<file path="src/common/mode_ctrl_pkg.sv">
package mode_ctrl_pkg;

    // ----------------------------------------
    // register bus shape
    // ----------------------------------------
    localparam int ADDR_W = 8;
    localparam int DATA_W = 8;

    // ----------------------------------------
    // register offsets
    // ----------------------------------------
    localparam logic [7:0] MODE_READBACK_OFS = 8'h00;
    localparam logic [7:0] SYSTEM_CONFIG_OFS = 8'h01;
    localparam logic [7:0] UNMAPPED_DATA     = 8'h00;

    // ----------------------------------------
    // mode readback register layout
    // ----------------------------------------
    localparam int         MODE_RSV_BIT   = 7;
    localparam int         MODE_ZERO_HI   = 6;
    localparam int         MODE_ZERO_LO   = 3;
    localparam int         MODE_LATCH_HI  = 2;
    localparam logic       MODE_RSV_RESET = 1'b1;
    localparam int         MODE_PINS_W    = 3;
    localparam logic [2:0] MODE_LATCH_RESET = 3'h0;
    localparam logic [2:0] MODE_SUPPORTED = 3'h7;

    // ----------------------------------------
    // system configuration register layout
    // ----------------------------------------
    localparam int         SAT_BIT      = 7;
    localparam int         IRQ_MODE_HI  = 5;
    localparam int         IRQ_MODE_LO  = 4;
    localparam int         NMI_EDGE_BIT = 3;
    localparam int         RAM_EN_BIT   = 0;
    localparam logic       SAT_RESET      = 1'b0;
    localparam logic [1:0] IRQ_MODE_0     = 2'h0;
    localparam logic [1:0] IRQ_MODE_2     = 2'h2;
    localparam logic       NMI_EDGE_RESET = 1'b0;
    localparam logic       RAM_EN_RESET   = 1'b1;

    // ----------------------------------------
    // addressing in the supported mode
    // ----------------------------------------
    localparam int ADDR_SPACE_MBYTE = 16;
    localparam int CPU_ADDR_W       = $clog2(ADDR_SPACE_MBYTE * 1024 * 1024);

endpackage

</file>
<file path="src/mode_and_system_control.sv">
// The plain strobed port and the address map were left to the implementer.
module mode_and_system_control (
    // clock and reset
    input  wire logic                              clock,
    input  wire logic                              nrst,
    // register port
    input  wire logic [mode_ctrl_pkg::ADDR_W-1:0]  regAddr,
    input  wire logic [mode_ctrl_pkg::DATA_W-1:0]  regWriteData,
    input  wire logic                              regWrite,
    input  wire logic                              regRead,
    output logic      [mode_ctrl_pkg::DATA_W-1:0]  regReadData,
    // mode select pins
    input  wire logic [mode_ctrl_pkg::MODE_PINS_W-1:0] modeSelectPin,
    // mode status
    output logic      [mode_ctrl_pkg::MODE_PINS_W-1:0] modeLatch,
    output logic                                   modeLatchValid,
    output logic                                   supportedMode,
    // system configuration
    output logic                                   multiplyAccSaturate,
    output logic      [1:0]                        irqControlMode,
    output logic                                   nonmaskableEdgeSelect,
    output logic                                   onchipRamEnable,
    // mode dependent chip setup
    output logic                                   advancedAddressing,
    output logic                                   onchipRomEnable,
    output logic                                   externalBusEnable,
    output logic                                   portGeneralPurpose
);

    // ----------------------------------------
    // declarations
    // ----------------------------------------
    logic [mode_ctrl_pkg::MODE_PINS_W-1:0] pinLevel;
    logic                                  modeRsv_reg;
    logic                                  modeRsv_next;
    logic                                  sat_reg;
    logic                                  sat_next;
    logic [1:0]                            irqMode_reg;
    logic [1:0]                            irqMode_next;
    logic                                  nmiEdge_reg;
    logic                                  nmiEdge_next;
    logic                                  ramEn_reg;
    logic                                  ramEn_next;
    logic [mode_ctrl_pkg::DATA_W-1:0]      readData_reg;
    logic [mode_ctrl_pkg::DATA_W-1:0]      readData_next;
    logic                                  supported_reg;
    logic                                  romEn_reg;
    logic                                  extBus_reg;
    logic                                  gpio_reg;
    logic                                  advAddr_reg;
    logic                                  selMode;
    logic                                  selConfig;
    logic                                  wrMode;
    logic                                  wrConfig;
    logic                                  rdMode;
    logic [1:0]                            wrIrqField;
    logic                                  irqFieldLegal;
    logic [mode_ctrl_pkg::DATA_W-1:0]      modeImage;
    logic [mode_ctrl_pkg::DATA_W-1:0]      configImage;

    // ----------------------------------------
    // mode pin synchroniser
    // ----------------------------------------
    pin_sync #(
        .WIDTH   (mode_ctrl_pkg::MODE_PINS_W)
    ) u_pin_sync (
        .clock   (clock),
        .nrst    (nrst),
        .pinIn   (modeSelectPin),
        .pinSync (pinLevel)
    );

    // ----------------------------------------
    // mode latch, captured by software reads
    // ----------------------------------------
    mode_latch #(
        .WIDTH      (mode_ctrl_pkg::MODE_PINS_W)
    ) u_mode_latch (
        .clock      (clock),
        .nrst       (nrst),
        .capture    (rdMode),
        .levelIn    (pinLevel),
        .latched    (modeLatch),
        .latchValid (modeLatchValid)
    );

    // ----------------------------------------
    // address decode
    // ----------------------------------------
    // a single decode function keeps read and write maps identical
    function automatic logic hit(input logic [7:0] a, input logic [7:0] ofs);
        hit = (a == ofs);
    endfunction

    assign selMode   = hit(regAddr, mode_ctrl_pkg::MODE_READBACK_OFS);
    assign selConfig = hit(regAddr, mode_ctrl_pkg::SYSTEM_CONFIG_OFS);
    assign wrMode    = regWrite && selMode;
    assign wrConfig  = regWrite && selConfig;
    assign rdMode    = regRead && selMode;

    // ----------------------------------------
    // write side, next values
    // ----------------------------------------
    // only the reserved bit takes a write; mode bits are untouched
    assign modeRsv_next = wrMode ? regWriteData[mode_ctrl_pkg::MODE_RSV_BIT]
                                 : modeRsv_reg;

    assign sat_next = wrConfig ? regWriteData[mode_ctrl_pkg::SAT_BIT]
                               : sat_reg;

    // prohibited codes are refused so the controller never sees them
    assign wrIrqField    = regWriteData[mode_ctrl_pkg::IRQ_MODE_HI:mode_ctrl_pkg::IRQ_MODE_LO];
    assign irqFieldLegal = (wrIrqField == mode_ctrl_pkg::IRQ_MODE_0)
                        || (wrIrqField == mode_ctrl_pkg::IRQ_MODE_2);
    assign irqMode_next  = (wrConfig && irqFieldLegal) ? wrIrqField
                                                       : irqMode_reg;

    assign nmiEdge_next = wrConfig ? regWriteData[mode_ctrl_pkg::NMI_EDGE_BIT]
                                   : nmiEdge_reg;

    assign ramEn_next = wrConfig ? regWriteData[mode_ctrl_pkg::RAM_EN_BIT]
                                 : ramEn_reg;

    // ----------------------------------------
    // read side images
    // ----------------------------------------
    // mode bits show the levels being captured by this very read
    always_comb begin
        modeImage = '0;
        modeImage[mode_ctrl_pkg::MODE_RSV_BIT] = modeRsv_reg;
        modeImage[mode_ctrl_pkg::MODE_LATCH_HI:0] = pinLevel;
    end

    // reserved configuration bits are never stored, so read zero
    always_comb begin
        configImage = '0;
        configImage[mode_ctrl_pkg::SAT_BIT] = sat_reg;
        configImage[mode_ctrl_pkg::IRQ_MODE_HI:mode_ctrl_pkg::IRQ_MODE_LO] = irqMode_reg;
        configImage[mode_ctrl_pkg::NMI_EDGE_BIT] = nmiEdge_reg;
        configImage[mode_ctrl_pkg::RAM_EN_BIT] = ramEn_reg;
    end

    // read mux, unmapped addresses answer zero
    always_comb begin
        if (!regRead) begin
            readData_next = mode_ctrl_pkg::UNMAPPED_DATA;
        end else if (selMode) begin
            readData_next = modeImage;
        end else if (selConfig) begin
            readData_next = configImage;
        end else begin
            readData_next = mode_ctrl_pkg::UNMAPPED_DATA;
        end
    end

    // ----------------------------------------
    // register storage
    // ----------------------------------------
    always_ff @(posedge clock) begin
        if (!nrst) begin
            modeRsv_reg <= mode_ctrl_pkg::MODE_RSV_RESET;
            sat_reg     <= mode_ctrl_pkg::SAT_RESET;
            irqMode_reg <= mode_ctrl_pkg::IRQ_MODE_0;
            nmiEdge_reg <= mode_ctrl_pkg::NMI_EDGE_RESET;
            ramEn_reg   <= mode_ctrl_pkg::RAM_EN_RESET;
        end else begin
            modeRsv_reg <= modeRsv_next;
            sat_reg     <= sat_next;
            irqMode_reg <= irqMode_next;
            nmiEdge_reg <= nmiEdge_next;
            ramEn_reg   <= ramEn_next;
        end
    end

    // read data stands for exactly one cycle after the strobe
    always_ff @(posedge clock) begin
        if (!nrst) begin
            readData_reg <= mode_ctrl_pkg::UNMAPPED_DATA;
        end else begin
            readData_reg <= readData_next;
        end
    end

    // ----------------------------------------
    // mode dependent chip setup
    // ----------------------------------------
    // only one mode exists, so the setup outputs are fixed whatever the pins; only supportedMode follows the pin check
    always_ff @(posedge clock) begin
        if (!nrst) begin
            supported_reg <= 1'b0;
            advAddr_reg   <= 1'b0;
            romEn_reg     <= 1'b0;
            extBus_reg    <= 1'b0;
            gpio_reg      <= 1'b0;
        end else begin
            supported_reg <= (pinLevel == mode_ctrl_pkg::MODE_SUPPORTED);
            advAddr_reg   <= 1'b1;
            romEn_reg     <= 1'b1;
            extBus_reg    <= 1'b0;
            gpio_reg      <= 1'b1;
        end
    end

    // ----------------------------------------
    // outputs
    // ----------------------------------------
    assign regReadData           = readData_reg;
    assign supportedMode         = supported_reg;
    assign multiplyAccSaturate   = sat_reg;
    assign irqControlMode        = irqMode_reg;
    assign nonmaskableEdgeSelect = nmiEdge_reg;
    assign onchipRamEnable       = ramEn_reg;
    assign advancedAddressing    = advAddr_reg;
    assign onchipRomEnable       = romEn_reg;
    assign externalBusEnable     = extBus_reg;
    assign portGeneralPurpose    = gpio_reg;
endmodule // mode_and_system_control

</file>
<file path="src/pin_sync.sv">
module pin_sync #(
    parameter int WIDTH = 3
) (
    // clock and reset
    input  wire logic             clock,
    input  wire logic             nrst,
    // asynchronous levels in, synchronised levels out
    input  wire logic [WIDTH-1:0] pinIn,
    output logic      [WIDTH-1:0] pinSync
);

    logic [WIDTH-1:0] stage1_reg;
    logic [WIDTH-1:0] stage2_reg;

    // ----------------------------------------
    // two flops per pin, first stage read only by second
    // ----------------------------------------
    for (genvar i = 0; i < WIDTH; i++) begin : g_bit
        always_ff @(posedge clock) begin
            if (!nrst) begin
                stage1_reg[i] <= 1'b0;
                stage2_reg[i] <= 1'b0;
            end else begin
                stage1_reg[i] <= pinIn[i];
                stage2_reg[i] <= stage1_reg[i];
            end
        end
    end

    assign pinSync = stage2_reg;

endmodule // pin_sync

</file>
<file path="src/mode_latch.sv">
module mode_latch #(
    parameter int WIDTH = 3
) (
    // clock and reset
    input  wire logic             clock,
    input  wire logic             nrst,
    // capture request and levels
    input  wire logic             capture,
    input  wire logic [WIDTH-1:0] levelIn,
    // latched levels
    output logic      [WIDTH-1:0] latched,
    output logic                  latchValid
);

    logic [WIDTH-1:0] latch_reg;
    logic             valid_reg;

    // ----------------------------------------
    // capture on read, released by reset
    // ----------------------------------------
    always_ff @(posedge clock) begin
        if (!nrst) begin
            latch_reg <= mode_ctrl_pkg::MODE_LATCH_RESET;
            valid_reg <= 1'b0;
        end else if (capture) begin
            latch_reg <= levelIn;
            valid_reg <= 1'b1;
        end
    end

    assign latched    = latch_reg;
    assign latchValid = valid_reg;

endmodule // mode_latch

</file>
<file path="config.mk">
export PLATFORM = sky130hd
export DESIGN_NAME = mode_and_system_control
export DESIGN_NICKNAME = d
export VERILOG_FILES = /design/src/common/mode_ctrl_pkg.sv /design/src/mode_and_system_control.sv /design/src/pin_sync.sv /design/src/mode_latch.sv
export SDC_FILE = /design/constraint.sdc
export NUM_CORES = 1
export LEC_CHECK = 0
export ABC_AREA = 1
export BUFFER_PORTS_ARGS = -buffer_cell sky130_fd_sc_hd__clkbuf_2
export CAP_MARGIN = 0
export CORE_ASPECT_RATIO = 1.4
export CORE_UTILIZATION = 29
export DETAILED_ROUTE_END_ITERATION = 10
export PLACE_DENSITY_LB_ADDON = 0.25
export SKIP_LAST_GASP = 1
export SLEW_MARGIN = 0
export SYNTH_ARGS = -nofsm -noshare
export SYNTH_HDL_FRONTEND = slang
export SYNTH_HIERARCHICAL = 1
export SYNTH_SLANG_ARGS = --single-unit
</file>
<file path="constraint.sdc">
create_clock -name clock -period 0.8 [get_ports clock]
set_input_delay 0.04 -clock clock [delete_from_list [all_inputs] [get_ports clock]]
set_output_delay 0.04 -clock clock [all_outputs]
set_load 0.05 [all_outputs]
</file>
# After elaboration in Yosys (flattened, before gate mapping)
# Cells that the tools add are included.
# W data, S select, Z words.
op_classes:
  eq_ne: 3
  mux: 3
  n_bitwise: 3
  n_reduce_logical: 10
ops:
  columns: ["operator", "n"]
  rows:
  - ["$mux W8", 2]
  - ["$eq A8 B1 Y1 const B", 1]
  - ["$logic_not A8 Y1", 1]
  - ["$logic_and A1 B1 Y1", 4]
  - ["$reduce_or A4 Y1", 1]
  - ["$eq A3 B3 Y1 const B", 1]
  - ["$not A1 Y1", 3]
  - ["$reduce_or A3 Y1", 1]
  - ["$eq A2 B2 Y1 const B", 1]
  - ["$logic_not A2 Y1", 1]
  - ["$reduce_and A2 Y1", 1]
  - ["$logic_or A1 B1 Y1", 1]
  - ["$mux W1", 1]
word_totals:
  reg_bits: 26
  in_bits: 23
  output_inout_bits: 22
  elab_cells: 37

# Depth between registers and ports, before layout
# Gate-level depths: netlist (run 1).
logic_depth:
  ltp_word: 3
  ltp_mapped: 8
  depth_no_buf: 8

# Cells and area by module
# Netlist (run 1), hierarchy kept.
modules_own_cells:
  columns: ["module", "instances", "cells_per_inst", "area_each_um2", "seq_area_each_um2"]
  rows:
  - ["mode_and_system_control", 1, 79, 634.4, 300.3]
  - ["pin_sync", 1, 18, 165.2, 120.1]
  - ["mode_latch", 1, 20, 143.9, 80.1]

# Worst setup path before layout (run 1)
# No wires, ideal clock.
synth_timing:
  path_type: "register to register"
  from: "register irqControlMode[1] (netlist name)"
  to: "register irqMode_reg[1], in the netlist irqControlMode[1]"
  setup_time_ns: 0.064
  arrival_time_ns: 0.894
  required_time_ns: 0.736
  slack_ns: -0.157
  path_stages_with_launch: 5
  n_path_buf: 0
  synth_period_minus_slack_ns: 0.957
  cell_sequence: "dfxtp_1 inv_1 nand2_1 inv_1 nor2_1"
synth_rtl:
  columns: ["item", "line_no", "source"]
  rows:
  - ["end signal, assigned", "mode_and_system_control.sv:163", "irqMode_reg <= mode_ctrl_pkg::IRQ_MODE_0;"]
  - ["end signal, assigned", "mode_and_system_control.sv:169", "irqMode_reg <= irqMode_next;"]
  - ["end, declared", "mode_and_system_control.sv:38", "logic [1:0] irqMode_reg;"]

==> summary.md, run 1 <==
| Metric | Value |
|---|---|
| Bufs and invs on worst path | 1 |
| Die W | 50.2 microns |
| CP max-delay cell | dfxtp_4 |
| Initial antenna violation count | 0 |
| Worst path max stage delay | 0.39 ns |
| Die Ht | 69.5 microns |
| Max_cap viols | 0 |
| Met3 Use GR | 0.0197 |
| IO Port Bufs | 39 |
| Met2 GRT Util | 0.224 |
| Met1 usage | 0.124 |
| CP Cell Sequence | buf_8 |
| Register bit total from synthesis | 25 |
| Netlist cell types | 17 |
| F_max | 1.18 GHz |
| Via count | around 840 |
| Longest Clk Path Bufs | 2 |
| CP delay by family, top | flip-flops |
| Clock Sinks | 25 |
| Io pins | between 40 and 50 |
| Cell count of the worst reg-to-reg path | 5 |
| Fin. Hold Viols | 0 |
| Final wirelength | 2020 microns |
| GR peak layer | met2 |
| Final Util | 0.494 |
| CP endpoint kind | output port |
| Core area | 3090 sq um |
| Post-synth top area share | 0.531 |
| Fill cells | about 290 |
| Final Cycle Share | 1.06 |
| Vias in the first global route | ~810 |
| Fin nets | 191 |
| CTS tree | done |
| RSZ-0062 raised after global routing | yes |
| Post-route cell area | 1530 sq um |
| Overall Global Routing Usage | 0.123 |
| Yosys warning count | 6 |
| Post-Syn Area | 943 sq um |
| Synth top area cells | dfxtp_1 53%, nand2_1 12%, inv_1 7.6% |
| Gpl congestion | ~0.8 |
| First-pass GRT wire length | 3220 microns |
| Cell Area, Placed | 1170 sq um |
| Clock transition at the registers of the reported paths | 0.08 ns |
| Largest register FFs | 7 |
| Worst R2R Start | irqControlMode[1]$_SDFFE_PN0P_ |
| Hold slack | ~0.014 ns |
| DRC violations left | 0 |
| Number of H-tree levels | 1 |
| Status | finished, violations left |
| Final setup vio count | 12 |
| Drt pass-1 iters | 4 |
| Routed Antenna Nets | 0 |
| Pwr Density | 1450 nW/um^2 |
| Setup Skew | roughly 0.00085 ns |
| Layout cells sized above 1 | 0.467 |
| Worst EP required | 0.76 ns |
| Arr. time, crit path | roughly 0.81 ns |
| Min-delay src | regWriteData[3] |
| Synth area leader | dfxtp_1 |
| Detailed placement HPWL | 1460 microns |
| Clk_lat worst skew | 0.27 ns |
| Mean post-synth cell area | 8.06 sq um |
| Average wire per cell in the routed design | 9.80 microns |
| Die ar. | 3490 sq um |
| Leak | 0.000723 uW |
| R2r endpoint | irqControlMode[1]$_SDFFE_PN0P_ |
| Cell chosen for the clock root | clkbuf_8 |
| Hold Path End | nonmaskableEdgeSelect$_SDFFE_PN0P_ |
| Seq/Total Area, Yosys | 0.531 |
| Worst hold path cell count | 3 |
| Crit Path Class | reg2out |
| Num CTS Buffers | 3 |
| Number of DRC markers in iteration 0 | 20 |
| Final min period | roughly 0.85 ns |
| CP startpoint kind | flip-flop |
| Site row count | 24 |
| Antenna Cells | 0 |
| Pin count of the biggest net entering global routing | 15 |
| Worst Path Max Fanout | 3 |
| Final setup margin | -0.0469 ns |
| Total grt overflow | 0 |
| Hold Path Class | in2reg |
| Reg2Reg Setup Slack | approximately 0.050 ns |
| Gate count of the mapped netlist | 117 |
| Starting Density | 0.305 |
| Failing checks | setup timing |
| Vias per inst | around 4.1 |
| Worst vdd ir | 1080 uV |
| Layout area overhead | 62.1% |
| Max Transition Viols Final | 0 |
## placed cells by master (no fill, tap or decap)
| cell type | Yosys | layout |
|---|---|---|
| clkinv_2 | 0 | 1 |
| nand4_1 | 1 | 1 |
| clkbuf_16 | 0 | 3 |
| nor3b_1 | 1 | 1 |
| nor2_4 | 2 | 2 |
| buf_4 | 4 | 9 |
| a21oi_1 | 4 | 4 |
| nand2_1 | 30 | 29 |
| inv_2 | 0 | 1 |
| buf_8 | 0 | 17 |
| o21a_1 | 1 | 1 |
| nor2_2 | 2 | 2 |
| nor2_1 | 15 | 15 |
| conb_1 | 1 | 2 |
| dlygate4sd3_1 | 0 | 3 |
| nand3_1 | 8 | 8 |
| nand3_2 | 1 | 1 |
| dfxtp_4 | 0 | 2 |
| clkbuf_8 | 0 | 3 |
| inv_1 | 19 | 18 |
| nand2_2 | 1 | 2 |
| dfxtp_1 | 25 | 7 |
| clkbuf_2 | 0 | 19 |
| dfxtp_2 | 0 | 16 |
## area by class of cell
class | count | area [sq um] | share of cell area
clock buffers | 3 | 41.3 | 0.0270
clock inverters | 1 | 5.00 | 0.00327
well taps | 39 | 48.8 | 0.0319
flip-flops and latches | 25 | 528 | 0.345
multi-input cells | 68 | 312 | 0.204
inverters | 19 | 71.3 | 0.0466
repair buffers | 51 | 523 | 0.342
## worst max path at each step
| stage | start | end | slack [ns] | depth (start not counted) |
|---|---|---|---|---|
| 4_1_cts | advancedAddressing$_DFF_P_ | onchipRomEnable | -0.07 | 1 |
| 5_1_grt | advancedAddressing$_DFF_P_ | portGeneralPurpose | -0.08 | 1 |
| 6_report | advancedAddressing$_DFF_P_ | portGeneralPurpose | -0.05 | 1 |
| 2_1_floorplan | regAddr[3] | u_mode_latch/latched[1]$_SDFFE_PN0P_ | 0.001 | 8 |
| 3_3_place_gp | regAddr[3] | u_mode_latch/latched[1]$_SDFFE_PN0P_ | -0.14 | 9 |
| 3_5_place_dp | regAddr[3] | u_mode_latch/latched[1]$_SDFFE_PN0P_ | -0.21 | 9 |
## synthesized netlist by cell type
library cell	number
buf_4	4
nand3_2	1
nor2_1	15
nor2_2	2
nand2_1	30
o21a_1	1
a21oi_1	4
dfxtp_1	25
conb_1	1
nor2_4	2
nand3_1	8
nor3b_1	1
clkbuf_1	1
bufbuf_16	1
nand2_2	1
nand4_1	1
inv_1	19
## kinds of logic after synthesis
kind of cell / synth area share
other cells: 0.00397
simple gates: 0.290
compound gates: 0.0292
flops: 0.531
buf+inv: 0.146
## stage by stage
stage	power (uW)	worst slack, ns	TNS [ns]	std cells
final	2220	-0.0469	-0.271	206
after floorplan	1430	0.00114	0	118
after detailed placement	1480	-0.214	-2.12	194
after global placement	1480	-0.142	-1.59	194
after CTS	2260	-0.0706	-0.724	204
after global routing	2320	-0.0795	-0.764	206
## where the power goes
part	total, uW	internal (uW)	switching [uW]
combinational	215	90.2	124
sequential	1270	1260	12.1
clock	741	349	392
total	2220	1690	529
## worst min-delay path, delay by kind of cell
kind / cells / cell delay, ns
compound gates: 1 / 0.06
buf+inv: 1 / 0.08
simple gates: 1 / 0.07
## layer usage
metal,up-vias,routed length (microns)
met1,361,814
met2,36,1040
met4,0,56
li1,442,-
met3,5,104
met5,-,0
## repair_timing
item                                    4_1_cts  5_1_grt
endpoints found under the setup margin       20       22
pin swaps                                     0        1
hold endpoints to repair                      3        0
hold buffers                                  3        0
resized for setup                            51       19
setup buffers                                 3        2
Note: power is estimated with default switching activity, not from simulation.
==> run 2: changes to the inputs <==
BUFFER_PORTS_ARGS = -buffer_cell sky130_fd_sc_hd__buf_4   (was -buffer_cell sky130_fd_sc_hd__clkbuf_2)
CORE_ASPECT_RATIO = default   (was 1.4)
==> run 2 against run 1 <==
The flow still finishes with violations (setup timing). Count of clock-buffer cells in the layout unchanged. Hold slack improved by 0.011 ns. Sequential power about the same. Register-to-register slack improved by 0.03 ns. Final cell count increased by 5.3%. Clock power decreased by 24%. Critical path type unchanged. Critical endpoint is now advancedAddressing. Largest cell class is now non-clock buffers.
==> summary.md, run 2 (synthesis gave the netlist of run 1 again) <==
| Metric | Value |
|---|---|
| Launch point of the critical path | advancedAddressing$_DFF_P_ (unchanged) |
| Post-route cell area | 1570 sq um (was 1530 sq um) |
| Bufs and invs on worst path | 1 (unchanged) |
| CTS tree | done (unchanged) |
| Wl on met1 | 876 microns (was 814 microns) |
| Number of DRC markers in iteration 0 | 24 (was 20) |
| Fill cells | 300 (was 288) |
| Crit Path Class | reg2out (unchanged) |
| Arr. time, crit path | 0.86 ns (was 0.81 ns) |
| Place WS | -0.212 ns (was -0.214 ns) |
| Via count | 871 (was 844) |
| Worst R2R Start | onchipRamEnable$_SDFFE_PN1P_ (was irqControlMode[1]$_SDFFE_PN0P_) |
| Leak | 0.000724 uW (was 0.000723 uW) |
| Die Ht | 59.0 microns (was 69.5 microns) |
| Reg power frac | 0.607 (was 0.570) |
| Met3 WL | 47 microns (was 104 microns) |
| DRC violations left | 0 (unchanged) |
| Fin nets | 197 (was 191) |
| Drt pass-1 iters | 4 (unchanged) |
| Clock Sinks | 25 (unchanged) |
| Clock power frac | 0.268 (was 0.333) |
| Largest register FFs | 7 (unchanged) |
| Total grt overflow | 0 (unchanged) |
| Max Transition Viols Final | 0 (unchanged) |
| Crit path to | advancedAddressing (was portGeneralPurpose) |
| Multi-input gate area | 312 sq um (unchanged) |
| Num CTS Buffers | 3 (unchanged) |
| Site row count | 20 (was 24) |
| Gpl congestion | 0.761 (was 0.797) |
| CP delay by family, top | flip-flops (unchanged) |
| IO Port Bufs | 39 (unchanged) |
| Routed wl met2 | 1080 microns (was 1040 microns) |
| Final Util | 0.509 (was 0.494) |
| Final Cycle Share | 1.12 (was 1.06) |
| Setup Skew | 0.00304 ns (was 0.000854 ns) |
| Layout cells sized above 1 | 0.445 (was 0.467) |
| Worst vdd ir | 685 uV (was 1080 uV) |
| Sw frac | 0.244 (was 0.238) |
| Fin. Hold Viols | 0 (unchanged) |
| Net Switching | 510 uW (was 529 uW) |
| Cell chosen for the clock root | clkbuf_4 (was clkbuf_8) |
| RSZ-0062 raised after global routing | yes (unchanged) |
| Longest Clk Path Bufs | 2 (unchanged) |
| CP Cell Sequence | buf_6 (was buf_8) |
| Final setup vio count | 20 (was 12) |
| Final wirelength | 2020 microns (unchanged) |
| Number of H-tree levels | 1 (unchanged) |
| Hold Path Class | in2reg (unchanged) |
| Worst path depth | 1 (unchanged) |
| Starting Density | 0.307 (was 0.305) |
| Failing checks | setup timing (unchanged) |
| R2r endpoint | regReadData[0]$_SDFF_PN0_ (was irqControlMode[1]$_SDFFE_PN0P_) |
| Int Pwr | 1580 uW (was 1690 uW) |
| CP startpoint kind | flip-flop (unchanged) |
| CP endpoint kind | output port (unchanged) |
| Die W | 59.0 microns (was 50.2 microns) |
| Status | finished, violations left (unchanged) |
| Vias per inst | 4.01 (was 4.10) |
| Worst EP required | 0.76 ns (about the same) |
| Clock transition at the registers of the reported paths | 0.14 ns (was 0.08 ns) |
| Cell Area, Placed | 1270 sq um (was 1170 sq um) |
| Final setup margin | -0.0991 ns (was -0.0469 ns) |
| Initial antenna violation count | 0 (unchanged) |
| Pin count of the biggest net entering global routing | 16 (was 15) |
| Max_cap viols | 0 (unchanged) |
| Layout area overhead | 65.9% (was 62.1%) |
| Final min period | 0.899 ns (was 0.847 ns) |
| Core area | 3080 sq um (was 3090 sq um) |
| Clk_lat worst skew | 0.31 ns (was 0.27 ns) |
| Top Metal Used | met4 (unchanged) |
| Routed Antenna Nets | 0 (unchanged) |
| Average wire per cell in the routed design | 9.30 microns (was 9.80 microns) |
| First-pass GRT wire length | 3300 microns (was 3220 microns) |
| Logic pwr share | 0.125 (was 0.097) |
| F_max | 1.11 GHz (was 1.18 GHz) |
| Worst Path Max Fanout | 3 (unchanged) |
| Vias in the first global route | 753 (was 813) |
| Pwr Density | 1340 nW/um^2 (was 1450 nW/um^2) |
| Antenna Cells | 0 (unchanged) |
| Overall Global Routing Usage | 0.127 (was 0.123) |
| Reg2Reg Setup Slack | 0.08 ns (was 0.05 ns) |
| Die ar. | 3490 sq um (about the same) |
| Register area | 526 sq um (was 528 sq um) |
| Most frequent cells in the layout | 29 x nand2_1, 27 x buf_4, 18 x inv_1 (was 29 x nand2_1, 19 x clkbuf_2, 18 x inv_1) |
| Cell count of the worst reg-to-reg path | 3 (was 5) |
| Io pins | 45 (unchanged) |
| Worst path max stage delay | 0.39 ns (about the same) |
| Commonest non-fill, non-tap cell in the layout | nand2_1 (unchanged) |
| CP max-delay cell | dfxtp_4 (unchanged) |
| Detailed placement HPWL | 1400 microns (was 1460 microns) |
==> run 2: worst min-delay path by stage <==
| stage | start | slack [ns] | cells after the start | end |
|---|---|---|---|---|
| after floorplan | nrst | 0.07 | 0 | advancedAddressing$_DFF_P_ |
| after global placement | modeSelectPin[0] | 0.22 | 3 | u_pin_sync/stage1_reg[0]$_SDFF_PN0_ |
| after detailed placement | modeSelectPin[0] | 0.22 | 3 | u_pin_sync/stage1_reg[0]$_SDFF_PN0_ |
| after CTS | nrst | 0.003 | 3 | regReadData[1]$_SDFF_PN0_ |
| after global routing | nrst | 0.007 | 3 | regReadData[7]$_SDFF_PN0_ |
| final | nrst | 0.02 | 3 | regReadData[7]$_SDFF_PN0_ |
==> run 2: repair_timing <==
item                                    in CTS  in global routing
endpoints found under the hold margin       11                  4
gates resized for setup                     32                  9
hold buffers                                 9                  2
endpoints found under the setup margin      20                 25
setup buffers                                3                  2
pin swaps                                    0                  1
==> run 2: layout make-up <==
type | instances | share of cell area
clock buffers | 3 | 0.0144
repair buffers | 57 | 0.364
well taps | 44 | 0.0352
inverters | 19 | 0.0472
flip-flops and latches | 25 | 0.336
clock inverters | 1 | 0.00480
multi-input cells | 68 | 0.199
==> run 2: metrics by stage <==
| step | cells | setup TNS, ns | power, uW | hold WS [ns] |
|---|---|---|---|---|
| 3_5_place_dp | 198 | -2.32 | 1510 | 0.222 |
| 3_3_place_gp | 198 | -1.94 | 1510 | 0.218 |
| 4_1_cts | 214 | -1.74 | 2120 | 0.00278 |
| 6_report | 217 | -1.22 | 2090 | 0.0245 |
| 5_1_grt | 217 | -2.12 | 2200 | 0.00700 |
| 2_1_floorplan | 118 | 0 | 1430 | 0.0677 |
==> run 2: power groups by stage <==
stage | Sequential [uW] | Clock, uW | Combinational, uW
finish | 1270 | 561 | 261
global placement | 1300 | 0 | 209
global route | 1270 | 645 | 284
floorplan | 1310 | 0 | 124
detailed placement | 1300 | 0 | 213
CTS | 1270 | 592 | 255
==> run 2: metal layers <==
layer | global-route usage | vias to the layer above
met2 | 0.216 | 17
met4 | 0.0510 | 0
li1 | - | 458
met3 | 0.0197 | 2
met1 | 0.160 | 394
met5 | 0 | -
